File: config.mk
export PLATFORM = sky130hd
export DESIGN_NAME = loop_diag_counter_bank
export DESIGN_NICKNAME = d
export VERILOG_FILES = /design/src/hw/loop_diag_pkg.sv /design/src/hw/counter_bank_if.sv /design/src/hw/byte_counter_bank.sv /design/src/hw/loop_diag_counter_bank.sv
export SDC_FILE = /design/constraint.sdc
export NUM_CORES = 1
export LEC_CHECK = 0
export BUFFER_PORTS_ARGS = -buffer_cell sky130_fd_sc_hd__buf_2
export CAP_MARGIN = 5
export CELL_PAD_IN_SITES_DETAIL_PLACEMENT = 0
export CELL_PAD_IN_SITES_GLOBAL_PLACEMENT = 1
export CORE_ASPECT_RATIO = 1.25
export CORE_UTILIZATION = 51
export CTS_BUF_LIST = sky130_fd_sc_hd__clkbuf_4 sky130_fd_sc_hd__clkbuf_8
export DETAILED_ROUTE_END_ITERATION = 12
export PLACE_DENSITY = 0.9
export SLEW_MARGIN = 0
export SYNTH_ARGS = -nofsm -noshare
export SYNTH_HDL_FRONTEND = slang
export SYNTH_HIERARCHICAL = 1
export SYNTH_SLANG_ARGS = --single-unit
File: constraint.sdc
create_clock -name clock -period 7 [get_ports clock]
set_clock_uncertainty 0.15 [all_clocks]
set_input_delay 1.4 -clock clock [delete_from_list [all_inputs] [get_ports clock]]
set_output_delay 1.4 -clock clock [all_outputs]
set_load 0.05 [all_outputs]
File: src/hw/loop_diag_pkg.sv
package loop_diag_pkg;

    // Widths of the counters and of the display
    localparam int unsigned SW_W = 8;
    localparam int unsigned BYTE_W = 8;
    localparam int unsigned NIB_W = 4;
    localparam int unsigned IDLE_W = 16;
    localparam int unsigned LED_W = 16;

    // Number of single-byte counters in each bank
    localparam int unsigned EVT_NUM = 13;
    localparam int unsigned ERR_NUM = 17;

    // Switch addresses of the counter groups
    localparam logic [7:0] ADDR_EVT_FIRST = 8'h30;
    localparam logic [7:0] ADDR_NIBBLES = 8'h32;
    localparam logic [7:0] ADDR_EVT_LAST = 8'h3D;
    localparam logic [7:0] ADDR_IDLE = 8'h3E;
    localparam logic [7:0] ADDR_ERR_SUM = 8'h40;
    localparam logic [7:0] ADDR_ERR_FIRST = 8'h41;
    localparam logic [7:0] ADDR_ERR_LAST = 8'h51;
    localparam logic [7:0] ADDR_STEP = 8'h01;

    // Event strobe bit positions (0x30..0x3D, 0x32 excluded)
    localparam int unsigned EV_TX_TOTAL = 0;
    localparam int unsigned EV_TX_RETRY = 1;
    localparam int unsigned EV_HOST_TX_TAKEN = 2;
    localparam int unsigned EV_HOST_RX_STORED = 3;
    localparam int unsigned EV_HOST_IRQ = 4;
    localparam int unsigned EV_HP_TX = 5;
    localparam int unsigned EV_HP_RX = 6;
    localparam int unsigned EV_HOST_CMD = 7;
    localparam int unsigned EV_HOST_TX_MISS = 8;
    localparam int unsigned EV_SPURIOUS_NMI = 9;
    localparam int unsigned EV_IRQ_MSG_SENT = 10;
    localparam int unsigned EV_OFFLINE_DROP = 11;
    localparam int unsigned EV_IRQ_MSG_TIMEOUT = 12;

    // Hard error strobe bit positions (address 0x41 + position)
    localparam int unsigned ER_NMI_UNRESOLVED = 0;
    localparam int unsigned ER_IRQ_UNRESOLVED = 1;
    localparam int unsigned ER_TIMER_UNRESOLVED = 2;
    localparam int unsigned ER_QUEUE_OVERFLOW = 3;
    localparam int unsigned ER_CHECKSUM = 4;
    localparam int unsigned ER_HOST_IRQ_UNRESOLVED = 5;
    localparam int unsigned ER_SEQUENCE = 6;
    localparam int unsigned ER_HEADER_CRC = 7;
    localparam int unsigned ER_DATA_CRC = 8;
    localparam int unsigned ER_DATA_CRC_EN_ROUTE = 9;
    localparam int unsigned ER_TX_FAIL = 10;
    localparam int unsigned ER_WATCHDOG = 11;
    localparam int unsigned ER_DATA_LENGTH = 12;
    localparam int unsigned ER_LOOP1_RX = 13;
    localparam int unsigned ER_LOOP2_RX = 14;
    localparam int unsigned ER_LOOP1_TX = 15;
    localparam int unsigned ER_LOOP2_TX = 16;

    // Values after reset
    localparam logic [BYTE_W-1:0] BYTE_RST = 8'h00;
    localparam logic [NIB_W-1:0] NIB_RST = 4'h0;
    localparam logic [IDLE_W-1:0] IDLE_RST = 16'h0000;
    localparam logic [LED_W-1:0] LED_RST = 16'h0000;

endpackage

File: src/hw/counter_bank_if.sv
`timescale 1ns/10ps
// Increment strobes in, counter values out, for one bank
interface counter_bank_if #(
    parameter int unsigned N = 1,
    parameter int unsigned W = 8
);
    logic [N-1:0] bump;
    logic [N-1:0][W-1:0] count;

    modport bank (
        input bump,
        output count
    );
    modport user (
        output bump,
        input count
    );
endinterface

File: src/hw/byte_counter_bank.sv
`timescale 1ns/10ps
module byte_counter_bank #(
    parameter int unsigned N = 1,
    parameter int unsigned W = 8
) (
    // Clock and reset
    input wire logic clock,
    input wire logic rst_n,
    // Strobes and values
    counter_bank_if.bank cb
);

    if (N < 1 || W < 1) begin : g_bad_size
        $error("byte_counter_bank needs at least one counter of at least one bit");
    end

    typedef struct packed {
        logic [N-1:0][W-1:0] cnt;
    } bank_s;

    bank_s state_q;
    bank_s state_d;

    // Each strobed counter steps by one and wraps at the top
    always_comb begin
        state_d = state_q;
        for (int i = 0; i < N; i++) begin
            if (cb.bump[i]) begin
                state_d.cnt[i] = state_q.cnt[i] + W'(1);
            end
        end
    end

    // Cleared on reset so every counter starts from zero
    always_ff @(posedge clock) begin
        if (!rst_n) begin
            state_q <= '0;
        end else begin
            state_q <= state_d;
        end
    end

    assign cb.count = state_q.cnt;

endmodule

File: src/hw/loop_diag_counter_bank.sv
`timescale 1ns/10ps
// How it works
// - Switch value 30..3E or 40..51 addresses one counter for viewing; other values show zero.
// - 30 all sent, 31 retries, 33 host transmit taken, 36 priority sent, 39 missed.
// - 34 stored in host receive buffer, 37 priority messages received.
// - 32 holds receive and transmit nibbles, receive on LEDs 7..4, transmit on LEDs 3..0.
// - 35 host interrupt requests, 3B request messages sent, 3D request timer expiries.
// - 3A counts spurious non-maskable interrupts from address present.
// - 38 host commands, 3C messages dropped for off-line destination.
// - 3E counts idle level passes, sixteen bits wide.
// - 40 reloads each handshake period with the sum of other error counters.
// - 41, 42, 43, 46 count unresolved interrupts of each kind.
// - 44 queue overflow, 45 checksum, 47 sequence, 4D data length.
// - 48 header CRC, 49 data CRC, 4A data CRC picked up en route.
// - 4B transmission failures, 4C watchdog expirations.
// - 4E, 4F loop receive failures; 50, 51 loop transmit failures.
// - Error counters step only on hard error strobes.
// - LEDs show the currently addressed counter.
module loop_diag_counter_bank
    import loop_diag_pkg::*;
#(
    parameter int unsigned EVT_N = EVT_NUM,
    parameter int unsigned ERR_N = ERR_NUM
) (
    // Clock and reset
    input wire logic clock,
    input wire logic rst_n,
    // Counter address from the option switch
    input wire logic [SW_W-1:0] address_select_switch,
    // Operational event strobes, one cycle each
    input wire logic [EVT_N-1:0] event_strobe,
    input wire logic host_rx_strobe,
    input wire logic host_tx_strobe,
    input wire logic idle_pass_strobe,
    // Hard error strobes, one cycle each
    input wire logic [ERR_N-1:0] hard_error_strobe,
    // Handshake period tick
    input wire logic handshake_tick,
    // Front panel indicators
    output logic [LED_W-1:0] panel_led
);

    // The address map is fixed, so only the documented bank sizes fit
    if (EVT_N != EVT_NUM || ERR_N != ERR_NUM) begin : g_bad_size
        $error("loop_diag_counter_bank bank sizes must match the fixed address map");
    end

    typedef struct packed {
        logic [NIB_W-1:0] host_rx;
        logic [NIB_W-1:0] host_tx;
        logic [IDLE_W-1:0] idle_passes;
        logic [BYTE_W-1:0] err_sum;
        logic [LED_W-1:0] led;
    } diag_s;

    diag_s state_q;
    diag_s state_d;

    counter_bank_if #(.N(EVT_NUM), .W(BYTE_W)) evt_cb ();
    counter_bank_if #(.N(ERR_NUM), .W(BYTE_W)) err_cb ();

    // Ordinary traffic and host handshake events
    assign evt_cb.bump = event_strobe;

    // Only hard error sources reach the error bank
    assign err_cb.bump = hard_error_strobe;

    byte_counter_bank #(
        .N(EVT_NUM),
        .W(BYTE_W)
    ) u_evt_bank (
        .clock(clock),
        .rst_n(rst_n),
        .cb(evt_cb)
    );

    byte_counter_bank #(
        .N(ERR_NUM),
        .W(BYTE_W)
    ) u_err_bank (
        .clock(clock),
        .rst_n(rst_n),
        .cb(err_cb)
    );

    // Sum of the individual error counters, wrapping at one byte
    logic [BYTE_W-1:0] err_total;

    always_comb begin
        err_total = BYTE_RST;
        for (int i = 0; i < ERR_NUM; i++) begin
            err_total = err_total + err_cb.count[i];
        end
    end

    // Slot offsets for the two banks, derived from the switch
    logic [SW_W-1:0] evt_off;
    logic [SW_W-1:0] evt_slot;
    logic [SW_W-1:0] err_slot;

    always_comb begin
        evt_off = address_select_switch - ADDR_EVT_FIRST;
        // 0x32 is not in the byte bank, so later addresses close the gap
        if (address_select_switch > ADDR_NIBBLES) begin
            evt_slot = evt_off - ADDR_STEP;
        end else begin
            evt_slot = evt_off;
        end
        err_slot = address_select_switch - ADDR_ERR_FIRST;
    end

    // Value shown for the addressed counter
    logic [LED_W-1:0] view;

    always_comb begin
        view = LED_RST;
        if (address_select_switch == ADDR_NIBBLES) begin
            view = {{(LED_W - 2 * NIB_W){1'b0}}, state_q.host_rx, state_q.host_tx};
        end else if (address_select_switch >= ADDR_EVT_FIRST && address_select_switch <= ADDR_EVT_LAST) begin
            view = {{(LED_W - BYTE_W){1'b0}}, evt_cb.count[evt_slot]};
        end else if (address_select_switch == ADDR_IDLE) begin
            view = state_q.idle_passes;
        end else if (address_select_switch == ADDR_ERR_SUM) begin
            view = {{(LED_W - BYTE_W){1'b0}}, state_q.err_sum};
        end else if (address_select_switch >= ADDR_ERR_FIRST && address_select_switch <= ADDR_ERR_LAST) begin
            view = {{(LED_W - BYTE_W){1'b0}}, err_cb.count[err_slot]};
        end
    end

    // Next state of the local counters and the display
    always_comb begin
        state_d = state_q;
        // Receive and transmit nibbles step apart and wrap at 16
        if (host_rx_strobe) begin
            state_d.host_rx = state_q.host_rx + NIB_W'(1);
        end
        if (host_tx_strobe) begin
            state_d.host_tx = state_q.host_tx + NIB_W'(1);
        end
        if (idle_pass_strobe) begin
            state_d.idle_passes = state_q.idle_passes + IDLE_W'(1);
        end
        // Sampled only on the tick, so it lags the live counters by design
        if (handshake_tick) begin
            state_d.err_sum = err_total;
        end
        state_d.led = view;
    end

    // Single register stage for all local state
    always_ff @(posedge clock) begin
        if (!rst_n) begin
            state_q.host_rx <= NIB_RST;
            state_q.host_tx <= NIB_RST;
            state_q.idle_passes <= IDLE_RST;
            state_q.err_sum <= BYTE_RST;
            state_q.led <= LED_RST;
        end else begin
            state_q <= state_d;
        end
    end

    // LEDs come straight from the display register
    assign panel_led = state_q.led;

endmodule

==> out/qor.csv <==
metric,value,unit
yosysTopAreaCellShare,0.312,
critical_path.endpoint_type,register,
syn-num-nets,2140,
fin_cells,2473,
root_buffer,clkbuf_8,
core.rowCount,77,
finalHoldViolCount,0,
period_minus_slack,5340,ps
avgSynthCellArea,9.46,µm²
synth_compound_area_frac,0.0871,
worst_slew_pin_slew,1120,ps
maxSlewViolCount,0,
yosysWarnings,6,
fin_setup_tns,0,ps
met2_length,22.0,mm
clock_sinks,288,
numCtsBuffers,49,
route.met3.wl,2.03,mm
wl,43.7,mm
fin_nets,2148,
cts.path.max_buffers,3,
cp-start-kind,register,
period_share,0.763,
cts.clk_slew.worst_paths,70,ps
antenna_left,0,
cts_tree,done,
synthAdderAreaFrac,0.135,
path_cells,inv_1 > fa_1 > inv_1 > fa_1 > fa_1 > fa_1 > fa_1 > inv_1 > fa_1 > inv_1 > ha_1 > a21o_1 > a21oi_1 > o21bai_1 > a21oi_1 > xnor2_1 > a21oi_1,
yosys-mux-area-fraction,0.0940,
peakVddDrop,0.141,mV
synth-xor-area-share,0.0866,
grt_max_degree,184,
grt_first_pass_wirelength,69.7,mm
ys_seq_area_frac,0.312,
postCtsHoldBufs,0,
crit_buf_inv,4,
first_global_vias,13700,
synth_cell_types,65,
synth_top_family_by_area,simple AND/OR/NAND/NOR gates,
critPathMaxFanout,6,
core_area,35600,µm²
crit_top_cell,fa_1,
power_density,219,nW/µm²
die_w,172,µm
synthSimpleGateAreaFrac,0.214,
syn_area,18500,µm²
drt_iter0_drc,842,
crit_family,adder cells,
hp-class,register to register,
async_flop_share,0,
port-buffer-count,59,
yosys-top-cells-area,"dfxtp_1 (31%), fa_1 (10%), xnor2_1 (6.5%)",
n_antenna_cell,0,
max_freq,187,MHz
dp.cells,2383,
synth_top_cell_by_area,dfxtp_1,
antenna_found_initial,0,
start_util,0.520,
vias,13700,
io_pins,60,
cts_max_level,2,
gr-total-overflow,0,
cp.arrival,5670,ps
post_cts_resized,0,
crit_required,7330,ps
clock_latency,600,ps
cpPeakStageDelay,540,ps
leakagePower,7.86,nW
rsz0062_at_grt,false,
drv_cap,0,
synthCells,1953,
post_cts_buffers,0,
place_congestion,0.896,
status,"finished, final reports clean",
die_area,37000,µm²
routedWlPerCell,17.7,µm
synth-main-ff-cell,dfxtp_1,
drive_gt1_frac,0.121,
synth_seq_cells,288,
area_growth_syn_to_layout,7.98,%
top_layer_used,met4,
setup_viol,0,
track_usage,0.240,
slew_headroom,0.246,
hpwl,32.5,mm
crit_slowest_cell,fa_1,
met1_length,17.7,mm
detail_route.first_pass.iterations,5,
yosysMostFrequentCell,dfxtp_1,
die_h,215,µm
synthTopCellsByCount,"dfxtp_1 (288), inv_1 (182), nand2_1 (169)",
drc,0,
drt-vias-per-instance,5.53,
synth_edf_count,0,
critPathKind,register to register,
-- flip-flops by register name, summed over array words and instances (netlist names) --
register and flops:
panel_led 16, state_q 32, u_err_bank/cb.count 136, u_evt_bank/cb.count 104
-- cells by family (layout without fill, tap and decap cells) --
| logic type | count (synthesis) | count (layout) |
|---|---|---|
| muxes | 122 | 122 |
| buffers and inverters | 293 | 339 |
| xor gates and xnor gates | 180 | 180 |
| adders and majority gates | 143 | 143 |
| AOI/OAI and AO/OA | 232 | 232 |
| and+or+nand+nor | 695 | 695 |
| DFF | 288 | 288 |
-- power by group --
part,internal [mW],total [mW],switching [mW]
sequential,1.69,1.77,0.0782
clock,1.04,1.75,0.710
combinational,0.361,0.835,0.474
-- worst register-to-register path: stages, from the launching register on --
cell	delay (ps)
dfxtp_1	430
inv_1	90
fa_1	530
inv_1	50
fa_1	520
fa_1	540
fa_1	520
fa_1	540
inv_1	50
fa_1	530
inv_1	80
ha_1	300
a21o_1	160
a21oi_1	250
o21bai_1	90
a21oi_1	170
xnor2_1	130
a21oi_1	80
-- cells in the final DEF, fill, tap and decap left out, types with 22 or more instances in the layout --
cell type and n:
dfxtp_1 288, nand3_1 91, nand2_1 169, nor2_1 22
mux2i_1 80, nand4_2 30, and2_1 152, nor2b_1 29
or3_1 61, nand2b_1 31, buf_2 58, clkbuf_8 62
inv_1 182, mux4_2 41, o21ai_0 75, nor3_1 34
ha_1 49, nand4_1 46, xnor2_1 137, xor2_1 40
a21boi_1 62, fa_1 93
-- layer usage --
| metal | GRT usage | vias up |
|---|---|---|
| met5 | 0 | - |
| met4 | 0.117 | 0 |
| met3 | 0.0409 | 97 |
| met2 | 0.418 | 355 |
| met1 | 0.282 | 6578 |
| li1 | - | 6646 |
-- final cells by class --
type                    instances  area [µm²]
clock buffers                  80         988
clock inverters                 9         155
fillers                      3120       15600
inverters                     182         683
multi-input cells            1372       11400
flip-flops and latches        288        5770
well taps                     474         593
repair buffers                 68         379
-- per-stage QoR --
step / total power, mW / hold WS [ps] / util / worst slack [ps] / area, µm²
6_report: 4.36 / 327 / 0.561 / 1660 / 19900
5_1_grt: 4.60 / 349 / 0.561 / 1420 / 19900
4_1_cts: 4.41 / 325 / 0.561 / 1660 / 19900
3_5_place_dp: 2.66 / 311 / 0.529 / 1670 / 18800
3_3_place_gp: 2.63 / 301 / 0.529 / 1670 / 18800
2_1_floorplan: 2.44 / 289 / - / 1880 / 18500
-- path summary, 6_finish.rpt --
path                                               from                       to  slack, ps  cells after the start
worst min-delay path            u_evt_bank/cb.count[87]  u_evt_bank/cb.count[87]        330                      2
worst min register to register  u_evt_bank/cb.count[87]  u_evt_bank/cb.count[87]        330                      2
worst max register to register   u_err_bank/cb.count[3]              state_q[23]       1660                     17
worst max-delay path             u_err_bank/cb.count[3]              state_q[23]       1660                     17
Note: power is estimated with default switching activity, not from simulation.
